### config.mk
export PLATFORM = sky130hd
export DESIGN_NAME = scx_device_flat
export DESIGN_NICKNAME = d
export VERILOG_FILES = /design/src/verilog/scx_pkg.sv /design/src/verilog/scx_if.sv /design/src/verilog/scx_device.sv /design/src/flat_wrapper.sv
export VERILOG_INCLUDE_DIRS = /design/src /design/src/verilog
export SDC_FILE = /design/constraint.sdc
export NUM_CORES = 2
export LEC_CHECK = 0
export BUFFER_PORTS_ARGS = -buffer_cell sky130_fd_sc_hd__buf_2
export CAP_MARGIN = 20
export CELL_PAD_IN_SITES_DETAIL_PLACEMENT = 1
export CELL_PAD_IN_SITES_GLOBAL_PLACEMENT = 2
export CORE_ASPECT_RATIO = 0.7
export CORE_UTILIZATION = 50
export CTS_BUF_LIST = sky130_fd_sc_hd__clkbuf_16
export CTS_CLUSTER_SIZE = 10
export DETAILED_ROUTE_END_ITERATION = 16
export GPL_ROUTABILITY_DRIVEN = 1
export PLACE_DENSITY_LB_ADDON = 0.15
export SYNTH_ARGS = -nofsm -noshare
export SYNTH_HDL_FRONTEND = slang
export SYNTH_SLANG_ARGS = --single-unit
### constraint.sdc
create_clock -name clk -period 14.6 [get_ports clk]
set_clock_uncertainty 0.15 [all_clocks]
set_input_delay 2.92 -clock clk [delete_from_list [all_inputs] [get_ports clk]]
set_output_delay 2.92 -clock clk [all_outputs]
set_load 0.01 [all_outputs]
### src/verilog/scx_params.svh
`ifndef SCX_PARAMS_SVH
`define SCX_PARAMS_SVH

// ==========================================================
// Command codes
`define SCX_CMD_NONE       8'h00
`define SCX_CMD_RELEASE    8'h08
`define SCX_CMD_CLOSE      8'h10
`define SCX_CMD_SEND       8'h20
`define SCX_CMD_SEND_NR    8'h21
`define SCX_CMD_KEEP       8'h22

// ==========================================================
// Status codes
`define SCX_ST_SHUT        8'h00
`define SCX_ST_CONNECTED   8'h17
`define SCX_ST_PEER_CLOSE  8'h1C

// ==========================================================
// Protocol modes
`define SCX_MODE_TCP       4'h1
`define SCX_MODE_UDP       4'h2
`define SCX_MODE_RAW_IP    4'h3
`define SCX_MODE_RAW_FRAME 4'h4

// ==========================================================
// Flag bit positions
`define SCX_FLAG_TXDONE    0
`define SCX_FLAG_TIMEOUT   1

// ==========================================================
// Sizes and reset values
`define SCX_SEG_MAX        16'h0040
`define SCX_TX_BUF_BYTES   16'h0100
`define SCX_RAW_LIMIT      16'h003E
`define SCX_FREE_MARGIN    16'h0001
`define SCX_RESET_BYTE     8'h00
`define SCX_RESET_WORD     16'h0000

// ==========================================================
// Timing
`define SCX_CLK_MHZ        10
`define SCX_KEEP_PERIOD_US 10000
`define SCX_KEEP_CYCLES    (`SCX_KEEP_PERIOD_US * `SCX_CLK_MHZ)

`endif

### src/verilog/scx_pkg.sv
package scx_pkg;

    // ==========================================================
    // Device sequencer states
    typedef enum logic [2:0] {
        SCX_D_IDLE  = 3'b001,
        SCX_D_SEND  = 3'b010,
        SCX_D_DRAIN = 3'b100
    } scx_dev_state_t;

    // ==========================================================
    // Host sequencer states
    typedef enum logic [3:0] {
        SCX_H_IDLE  = 4'b0001,
        SCX_H_ISSUE = 4'b0010,
        SCX_H_CLEAR = 4'b0100,
        SCX_H_SENT  = 4'b1000
    } scx_host_state_t;

    // ==========================================================
    // User operations on the host side
    typedef enum logic [2:0] {
        SCX_OP_SEND    = 3'h0,
        SCX_OP_SEND_NR = 3'h1,
        SCX_OP_RELEASE = 3'h2,
        SCX_OP_CLOSE   = 3'h3,
        SCX_OP_KEEP    = 3'h4
    } scx_op_t;

    // ==========================================================
    // Outgoing item kinds and buffer entry
    typedef enum logic [1:0] {
        SCX_K_DATA = 2'h0,
        SCX_K_FIN  = 2'h1,
        SCX_K_KEEP = 2'h2
    } scx_kind_t;

    typedef struct packed {
        scx_kind_t  kind;
        logic       last;
        logic [7:0] data;
    } scx_item_t;

endpackage

### src/verilog/scx_if.sv
`timescale 1ns/10ps

interface scx_if;
    // Host to device
    logic        cmd_wr;
    logic [7:0]  cmd_code;
    logic [3:0]  sock_mode;
    logic [47:0] dest_hw_address;
    logic [15:0] tx_write_pointer;
    logic        buf_wr;
    logic [7:0]  buf_data;
    logic [1:0]  flag_clr;
    // Device to host
    logic [7:0]  socket_command;
    logic [7:0]  socket_status;
    logic [1:0]  socket_interrupt_flags;
    logic [15:0] tx_read_pointer;
    logic [15:0] tx_free_size;

    modport host (
        output cmd_wr, cmd_code, sock_mode, dest_hw_address, tx_write_pointer,
        output buf_wr, buf_data, flag_clr,
        input  socket_command, socket_status, socket_interrupt_flags,
        input  tx_read_pointer, tx_free_size
    );

    modport device (
        input  cmd_wr, cmd_code, sock_mode, dest_hw_address, tx_write_pointer,
        input  buf_wr, buf_data, flag_clr,
        output socket_command, socket_status, socket_interrupt_flags,
        output tx_read_pointer, tx_free_size
    );
endinterface

### src/verilog/scx_device.sv
// Notes on behaviour
// - Disconnect sends FIN in TCP only, when connected or peer-closing
// - Close sets status shut at once
// - Close in TCP sends no FIN
// - Send transmits write minus read pointer bytes
// - Host never queues beyond free size
// - Host waits send-complete before next send
// - TCP and UDP split data into segments
// - Host splits data itself in raw modes
// - TCP peer ack returns sent bytes free
// - TCP no ack sets timeout, shuts socket
// - Other modes free bytes at send-complete
// - Resolution-free send only in UDP/raw IP
// - Host loads hardware address before that send
// - Host sends a byte before keep-alive
// - Keep-alive command starts periodic keep-alive segments
// - Command register clears after execution
`timescale 1ns/10ps
`include "scx_params.svh"

module scx_device
    import scx_pkg::*;
#(
    parameter int KEEP_CYCLES = `SCX_KEEP_CYCLES
) (
    // Clock and reset
    input  wire logic        clk,
    input  wire logic        rst,
    // Host side
    scx_if.device            bus,
    // Outgoing items
    output logic             net_valid,
    input  wire logic        net_ready,
    output logic [7:0]       net_data,
    output logic [1:0]       net_kind,
    output logic             net_last,
    output logic             net_skip_resolve,
    output logic [47:0]      net_dest_hw,
    // Peer events
    input  wire logic        peer_ack,
    input  wire logic        peer_timeout,
    input  wire logic        conn_state_valid,
    input  wire logic [7:0]  conn_state
);
    // ==========================================================
    // Helpers
    function automatic logic [15:0] used_bytes(input logic [15:0] w, input logic [15:0] r);
        used_bytes = w - r;
    endfunction
    // ==========================================================
    // State
    logic [7:0]     mem [0:255];
    scx_dev_state_t state;
    scx_item_t      head, tail, item;
    logic [7:0]     cmd_reg, status;
    logic [1:0]     flags;
    logic [15:0]    rd_ptr, free_size, unacked, cur_ptr, remain, seg_cnt, sent_len, start_len;
    logic [31:0]    keep_cnt;
    logic [47:0]    dest_hw;
    logic           seg_mode, pend_fin, keep_on, keep_due, head_v, tail_v, skip_res;
    logic           is_tcp, exec, close_go, send_go, done_go, ack_go, tmo_go, push, pop;

    assign is_tcp    = (bus.sock_mode == `SCX_MODE_TCP);
    assign exec      = (state == SCX_D_IDLE) && (cmd_reg != `SCX_CMD_NONE);
    assign close_go  = (cmd_reg == `SCX_CMD_CLOSE);
    assign send_go   = exec && ((cmd_reg == `SCX_CMD_SEND) || (cmd_reg == `SCX_CMD_SEND_NR));
    assign done_go   = (state == SCX_D_DRAIN) && !head_v && !tail_v;
    assign ack_go    = peer_ack && is_tcp;
    assign tmo_go    = peer_timeout && is_tcp && (unacked != `SCX_RESET_WORD);
    assign start_len = used_bytes(bus.tx_write_pointer, rd_ptr);
    assign pop       = head_v && net_ready;
    // ==========================================================
    // Item producer and host buffer memory
    always_comb begin
        item = '{kind: SCX_K_DATA, last: 1'b0, data: mem[cur_ptr[7:0]]};
        push = 1'b0;
        if (!tail_v && !close_go) begin
            if (state == SCX_D_SEND) begin
                push = 1'b1;
                item.last = (remain == 16'h0001) ||
                            (seg_mode && (seg_cnt == `SCX_SEG_MAX - 16'h0001));
            end else if (state == SCX_D_IDLE && pend_fin) begin
                push = 1'b1;
                item = '{kind: SCX_K_FIN, last: 1'b1, data: `SCX_RESET_BYTE};
            end else if (state == SCX_D_IDLE && keep_due) begin
                push = 1'b1;
                item = '{kind: SCX_K_KEEP, last: 1'b1, data: `SCX_RESET_BYTE};
            end
        end
    end
    always_ff @(posedge clk) begin
        if (bus.buf_wr) begin
            mem[bus.tx_write_pointer[7:0]] <= bus.buf_data;
        end
    end
    // ==========================================================
    // Command register
    always_ff @(posedge clk or posedge rst) begin
        if (rst) begin
            cmd_reg <= `SCX_CMD_NONE;
        end else if (bus.cmd_wr) begin
            cmd_reg <= bus.cmd_code;
        end else if (exec || close_go) begin
            cmd_reg <= `SCX_CMD_NONE;
        end
    end
    // ==========================================================
    // Sequencer
    always_ff @(posedge clk or posedge rst) begin
        if (rst) begin
            state    <= SCX_D_IDLE;
            cur_ptr  <= `SCX_RESET_WORD;
            remain   <= `SCX_RESET_WORD;
            seg_cnt  <= `SCX_RESET_WORD;
            sent_len <= `SCX_RESET_WORD;
            seg_mode <= 1'b0;
            skip_res <= 1'b0;
            dest_hw  <= '0;
        end else if (close_go) begin
            state <= SCX_D_IDLE;
        end else if (send_go) begin
            cur_ptr  <= rd_ptr;
            remain   <= start_len;
            sent_len <= start_len;
            seg_cnt  <= `SCX_RESET_WORD;
            // split only in TCP and UDP
            seg_mode <= is_tcp || (bus.sock_mode == `SCX_MODE_UDP);
            skip_res <= (cmd_reg == `SCX_CMD_SEND_NR);
            dest_hw  <= bus.dest_hw_address;
            state    <= (start_len == `SCX_RESET_WORD) ? SCX_D_DRAIN : SCX_D_SEND;
        end else if (state == SCX_D_SEND && push) begin
            cur_ptr <= cur_ptr + 16'h0001;
            remain  <= remain - 16'h0001;
            seg_cnt <= item.last ? `SCX_RESET_WORD : seg_cnt + 16'h0001;
            if (remain == 16'h0001) begin
                state <= SCX_D_DRAIN;
            end
        end else if (done_go) begin
            state <= SCX_D_IDLE;
        end
    end
    // ==========================================================
    // Two-entry output buffer
    always_ff @(posedge clk or posedge rst) begin
        if (rst) begin
            head   <= '0;
            tail   <= '0;
            head_v <= 1'b0;
            tail_v <= 1'b0;
        end else if (pop) begin
            if (tail_v) begin
                head   <= tail;
                tail_v <= 1'b0;
            end else begin
                head   <= item;
                head_v <= push;
            end
        end else if (push) begin
            if (!head_v) begin
                head   <= item;
                head_v <= 1'b1;
            end else begin
                tail   <= item;
                tail_v <= 1'b1;
            end
        end
    end
    // ==========================================================
    // Disconnect and keep-alive
    always_ff @(posedge clk or posedge rst) begin
        if (rst) begin
            pend_fin <= 1'b0;
            keep_on  <= 1'b0;
        end else if (close_go || tmo_go) begin
            pend_fin <= 1'b0;
            keep_on  <= 1'b0;
        end else if (exec && cmd_reg == `SCX_CMD_RELEASE) begin
            pend_fin <= is_tcp && ((status == `SCX_ST_CONNECTED) ||
                                   (status == `SCX_ST_PEER_CLOSE));
        end else if (exec && cmd_reg == `SCX_CMD_KEEP) begin
            keep_on <= is_tcp;
        end else if (push && item.kind == SCX_K_FIN) begin
            pend_fin <= 1'b0;
        end
    end
    always_ff @(posedge clk or posedge rst) begin
        if (rst) begin
            keep_cnt <= 32'h00000000;
            keep_due <= 1'b0;
        end else if (!keep_on) begin
            keep_cnt <= 32'h00000000;
            keep_due <= 1'b0;
        end else if (keep_cnt == 32'(KEEP_CYCLES - 1)) begin
            keep_cnt <= 32'h00000000;
            keep_due <= 1'b1;
        end else begin
            keep_cnt <= keep_cnt + 32'h00000001;
            if (push && item.kind == SCX_K_KEEP) begin
                keep_due <= 1'b0;
            end
        end
    end
    // ==========================================================
    // Status and flags, set wins over clear
    always_ff @(posedge clk or posedge rst) begin
        if (rst) begin
            status <= `SCX_ST_SHUT;
        end else if (close_go) begin
            status <= `SCX_ST_SHUT;
        end else if (tmo_go) begin
            status <= `SCX_ST_SHUT;
        end else if (conn_state_valid) begin
            status <= conn_state;
        end
    end
    always_ff @(posedge clk or posedge rst) begin
        if (rst) begin
            flags <= 2'h0;
        end else begin
            flags <= (flags & ~bus.flag_clr) |
                     {tmo_go, done_go};
        end
    end
    // ==========================================================
    // Pointers and free size
    always_ff @(posedge clk or posedge rst) begin
        if (rst) begin
            rd_ptr    <= `SCX_RESET_WORD;
            unacked   <= `SCX_RESET_WORD;
            free_size <= `SCX_TX_BUF_BYTES;
        end else begin
            if (done_go) begin
                rd_ptr <= cur_ptr;
            end
            if (close_go || ack_go || tmo_go) begin
                unacked <= `SCX_RESET_WORD;
            end else if (done_go && is_tcp) begin
                unacked <= unacked + sent_len;
            end
            free_size <= `SCX_TX_BUF_BYTES - used_bytes(bus.tx_write_pointer, rd_ptr) - unacked;
        end
    end
    // ==========================================================
    // Outputs
    assign bus.socket_command         = cmd_reg;
    assign bus.socket_status          = status;
    assign bus.socket_interrupt_flags = flags;
    assign bus.tx_read_pointer        = rd_ptr;
    assign bus.tx_free_size           = free_size;
    assign net_valid                  = head_v;
    assign net_data                   = head.data;
    assign net_kind                   = head.kind;
    assign net_last                   = head.last;
    assign net_skip_resolve           = skip_res;
    assign net_dest_hw                = dest_hw;
endmodule

### src/flat_wrapper.sv
// flat-port wrapper written by rule: the top's interface ports become plain ports
module scx_device_flat import scx_pkg::*;
#(
    parameter int KEEP_CYCLES = `SCX_KEEP_CYCLES
)
  (clk, rst, net_valid, net_ready, net_data, net_kind, net_last, net_skip_resolve, net_dest_hw, peer_ack, peer_timeout, conn_state_valid, conn_state, bus_cmd_wr, bus_cmd_code, bus_sock_mode, bus_dest_hw_address, bus_tx_write_pointer, bus_buf_wr, bus_buf_data, bus_flag_clr, bus_socket_command, bus_socket_status, bus_socket_interrupt_flags, bus_tx_read_pointer, bus_tx_free_size);
  scx_if bus_i ();
  input  wire logic clk;
  input  wire logic rst;
  output logic net_valid;
  input  wire logic net_ready;
  output logic [7:0] net_data;
  output logic [1:0] net_kind;
  output logic net_last;
  output logic net_skip_resolve;
  output logic [47:0] net_dest_hw;
  input  wire logic peer_ack;
  input  wire logic peer_timeout;
  input  wire logic conn_state_valid;
  input  wire logic [7:0] conn_state;
  input wire logic [$bits(bus_i.cmd_wr)-1:0] bus_cmd_wr;
  input wire logic [$bits(bus_i.cmd_code)-1:0] bus_cmd_code;
  input wire logic [$bits(bus_i.sock_mode)-1:0] bus_sock_mode;
  input wire logic [$bits(bus_i.dest_hw_address)-1:0] bus_dest_hw_address;
  input wire logic [$bits(bus_i.tx_write_pointer)-1:0] bus_tx_write_pointer;
  input wire logic [$bits(bus_i.buf_wr)-1:0] bus_buf_wr;
  input wire logic [$bits(bus_i.buf_data)-1:0] bus_buf_data;
  input wire logic [$bits(bus_i.flag_clr)-1:0] bus_flag_clr;
  output wire logic [$bits(bus_i.socket_command)-1:0] bus_socket_command;
  output wire logic [$bits(bus_i.socket_status)-1:0] bus_socket_status;
  output wire logic [$bits(bus_i.socket_interrupt_flags)-1:0] bus_socket_interrupt_flags;
  output wire logic [$bits(bus_i.tx_read_pointer)-1:0] bus_tx_read_pointer;
  output wire logic [$bits(bus_i.tx_free_size)-1:0] bus_tx_free_size;
  assign bus_i.cmd_wr = bus_cmd_wr;
  assign bus_i.cmd_code = bus_cmd_code;
  assign bus_i.sock_mode = bus_sock_mode;
  assign bus_i.dest_hw_address = bus_dest_hw_address;
  assign bus_i.tx_write_pointer = bus_tx_write_pointer;
  assign bus_i.buf_wr = bus_buf_wr;
  assign bus_i.buf_data = bus_buf_data;
  assign bus_i.flag_clr = bus_flag_clr;
  assign bus_socket_command = bus_i.socket_command;
  assign bus_socket_status = bus_i.socket_status;
  assign bus_socket_interrupt_flags = bus_i.socket_interrupt_flags;
  assign bus_tx_read_pointer = bus_i.tx_read_pointer;
  assign bus_tx_free_size = bus_i.tx_free_size;
  scx_device #(.KEEP_CYCLES(KEEP_CYCLES)) u_core (.clk(clk), .rst(rst), .bus(bus_i), .net_valid(net_valid), .net_ready(net_ready), .net_data(net_data), .net_kind(net_kind), .net_last(net_last), .net_skip_resolve(net_skip_resolve), .net_dest_hw(net_dest_hw), .peer_ack(peer_ack), .peer_timeout(peer_timeout), .conn_state_valid(conn_state_valid), .conn_state(conn_state));
endmodule
==> metrics.md <==
| Metric | Value |
|---|---|
| Netlist cell types | 92 |
| Post-Synth XOR/XNOR Area | 0.00887 |
| Largest family of logic cells by synthesized area | multiplexers |
| Die width | 517 um |
| Switch share | 0.306 |
| Average instance area after synthesis | 18.4 um^2 |
| Mapped Cells | 5,050 |
| Final Hold Fails | 0 |
| Vias/cell | 6.34 |
| Status | finished, final reports clean |
| Initial antenna violation count | 9 |
| CTS clk-pin slew, worst paths | 60 ps |
| Req. time, crit path | 15,210 ps |
| Clock buffer depth | 4 |
| Placed cells | 7,542 |
| Total GRT Usage | 0.279 |
| Post-synthesis mux area share | 0.149 |
| Critical path class | input port to flop |
| Clk_lat worst skew | 900 ps |
| Compound-Gate Fraction of Synth Area | 0.0341 |
| Core area | 183,000 um^2 |
| Fillcell total | 16,100 |
| Combinational power share | 0.268 |
| Fin crit period | 6670 ps |
| Simple-Gate Fraction of Synth Area | 0.0511 |
| Synth Flop Type | edfxtp_1 |
| CP Data Arrival Time | 7280 ps |
| Synth-to-Final Area Change | 11.7% |
| Die Y-Extent | 362 um |
| CP Capture Type | flop |
| VDD IR max | 0.000212 V |
| Wire length per cell after detailed routing | 32.9 um |
| Share of async-settable or async-resettable flops after synthesis | 0.106 |
| # setup viols final | 0 |
| Sequential fraction of the synthesis area | 0.728 |
| Final Net Count | 5,535 |
| Final period util | 0.457 |
| Pre-antenna DRT Iters | 5 |
| Worst Hold Class | flop to flop |
| CTS hold repair buffers | 0 |
| Clock sink count | 2,290 |
| Rel. slew slack | 0.179 |
| Hold slack | 321 ps |
| GP Congestion | 0.881 |
| Die footprint | 187,000 um^2 |
| Internal | 0.0128 W |
| Share of cells above drive strength 1 | 0.217 |
| Multi-input logic area | 23,400 um^2 |
| H-tree levels | 5 |
| Worst-margin pin slew | 1230 ps |
| Post-CTS Setup Bufs | 0 |
| Register Area | 67,600 um^2 |
| Mapped Area | 92,800 um^2 |
| Remaining antenna violation count | 0 |
| Post-synth EDFFs | 2,048 |
| Net Switching | 0.00562 W |
| Vias in the first global route | 50,900 |
| Fmax achieved | 150 MHz |
| Final cell count without fillers | 7,890 |
| Startpoint type of the worst setup path | input port |
| Net count after synthesis | 5,219 |
| Power share of the clock group | 0.321 |
| Power density cells | 177 nW/um^2 |
| Grt total ovfl | 0 |
| 1st-iter DRT viols | 5,909 |
| TNS Setup | 0 ps |
| P_leak | 34.3 nW |
| Row count | 131 |
| Place WS | 7030 ps |
| Synth Register Bits | 2,290 |
| Top cells by area in the synthesized netlist | edfxtp_1, mux4_2, dfrtp_1 |
| Max_cap viols | 0 |
| Sequential power share | 0.411 |
| Vias | 50,000 |
| First-pass GRT wire length | 373,000 um |
| CTS buffer count | 279 |
| Unrepaired setup endpoints after global routing | false |
| Area leader, netlist | edfxtp_1 |
| Num ports | 213 |
| Port bufs | 212 |
| Crit-path max FO | 10 |
| Initial Util | 0.506 |
| CTS tree | built |
| Ys Warns | 0 |
| Fin. max-slew vios | 0 |
| Post-synthesis adder-cell area fraction | 0.00928 |
| Largest net degree at the start of global routing | 157 |
| Yosys top cell area share | 0.663 |
| Post-CTS resize count | 0 |
| Drc violations | 0 |
| Setup ws final | 7930 ps |
| Dpl hpwl | 164,000 um |
| Clock root cell | clkbuf_16 |
| Post-Route WL | 260,000 um |
per-layer routing:
| layer | vias up | global-route usage | wire length (um) | part of all wire |
|---|---|---|---|---|
| li1 | 20700 | - | - | - |
| met1 | 26700 | 0.434 | 117000 | 0.45 |
| met2 | 2201 | 0.407 | 116000 | 0.45 |
| met3 | 356 | 0.0528 | 21600 | 0.083 |
| met4 | 8 | 0.0679 | 5480 | 0.021 |
| met5 | - | 0 | 55 | 0.00021 |
sequential cells by signal, summed over array words and instances, names as in the netlist, 11 cells and up:
signal                      count
u_core.mem                   2048
u_core.net_dest_hw             48
u_core.keep_cnt                32
u_core.bus.tx_free_size        16
u_core.bus.tx_read_pointer     16
u_core.cur_ptr                 16
u_core.remain                  16
u_core.seg_cnt                 16
u_core.sent_len                16
u_core.unacked                 16
u_core.tail                    11
worst max-delay path, stage by stage:
cell      delay, ps
buf_2           220
inv_1           100
ha_1            230
fa_1            410
nor2b_1         160
o31a_1          250
or4_1           130
o311ai_0        160
clkbuf_2        210
ha_1            320
ha_1            370
a21o_1          210
a31o_2          220
a41oi_1         290
a211oi_1        180
and4_1          230
or4b_2          670
Yosys cell counts, types with 24 or more instances:
master,instances
a211oi_1,35
a21oi_1,78
a22oi_1,46
buf_2,63
buf_4,39
buf_6,34
clkbuf_1,107
dfrtp_1,240
edfxtp_1,2048
ha_1,64
inv_1,67
mux2_2,34
mux2i_1,206
mux4_2,504
nand2_1,333
nand3_1,76
nand4_1,29
nor2_1,405
nor2b_1,43
nor3_1,37
nor4_1,24
o21ai_0,87
o22ai_1,31
xnor2_1,48
xor2_1,46
layout make-up:
class                      instances  area share
antenna                            2   0.0000483
sequential                      2290       0.652
timing repair buffer             303      0.0184
multi-input combinational       2425       0.226
clock buffer                     282      0.0681
tap                             2460      0.0297
clock inverter                    61     0.00279
inverter                          67     0.00250
worst paths after layout:
path / startpoint / to / slack (ps) / cells after the start
hold / removal: u_core.net_dest_hw[8]$_DFFE_PP0P_ / u_core.net_dest_hw[8]$_DFFE_PP0P_ / 320 / 2
min in group asynchronous: rst / u_core.keep_cnt[9]$_DFF_PP0_ / 2000 / 2
setup reg to reg: u_core.cur_ptr[2]$_DFFE_PP0P_ / u_core.net_data[6]$_DFFE_PP0P_ / 8790 / 9
max in group asynchronous: rst / u_core.cur_ptr[0]$_DFFE_PP0P_ / 10570 / 3
setup / recovery: bus_tx_write_pointer[0] / u_core.bus.tx_free_size[14]$_DFF_PP0_ / 7930 / 17
hold reg to reg: u_core.net_dest_hw[8]$_DFFE_PP0P_ / u_core.net_dest_hw[8]$_DFFE_PP0P_ / 320 / 2
placed cells by master (no fill, tap or decap), types with 13 or more instances in the layout:
cell / netlist / routed
a22o_1: 23 / 23
nand4_1: 29 / 29
or3_1: 23 / 23
a211oi_1: 35 / 35
mux4_2: 504 / 504
nor4_1: 24 / 23
o211ai_1: 14 / 14
nand3_1: 76 / 76
dfrtp_1: 240 / 234
buf_4: 39 / 81
o22ai_1: 31 / 31
o21ai_0: 87 / 87
nor2b_1: 43 / 43
and3_1: 21 / 21
o21ai_1: 13 / 13
a22oi_1: 46 / 46
xor2_1: 46 / 46
clkbuf_16: 0 / 282
mux2_2: 34 / 34
ha_1: 64 / 64
mux2i_1: 206 / 205
a21oi_1: 78 / 78
a21o_1: 13 / 13
nor2_1: 405 / 404
xnor2_1: 48 / 48
nor3_1: 37 / 36
nand2_1: 333 / 333
buf_2: 63 / 205
inv_1: 67 / 115
edfxtp_1: 2048 / 2048
cell families after synthesis:
| logic type | after synthesis |
|---|---|
| xor gates and xnor gates | 94 |
| and+or+nand+nor | 1060 |
| AOI/OAI and AO/OA | 460 |
| buffers and inverters | 335 |
| muxes | 744 |
| adders and majority gates | 67 |
| DFF | 2290 |
through the flow:
step | area, um^2 | util | total power (W)
after floorplan | 92800 | - | 0.0110
after global placement | 96200 | 0.525 | 0.0126
after detailed placement | 96200 | 0.525 | 0.0126
after CTS | 104000 | 0.565 | 0.0185
after global routing | 104000 | 0.565 | 0.0190
final | 104000 | 0.565 | 0.0184
power by group through the flow:
stage	Combinational (W)	Sequential [W]	Clock (W)
5_1_grt	0.00520	0.00757	0.00620
3_5_place_dp	0.00493	0.00768	0
4_1_cts	0.00496	0.00755	0.00599
6_report	0.00493	0.00755	0.00590
2_1_floorplan	0.00340	0.00756	0
3_3_place_gp	0.00488	0.00767	0
Power figures use the tool's default switching activity.
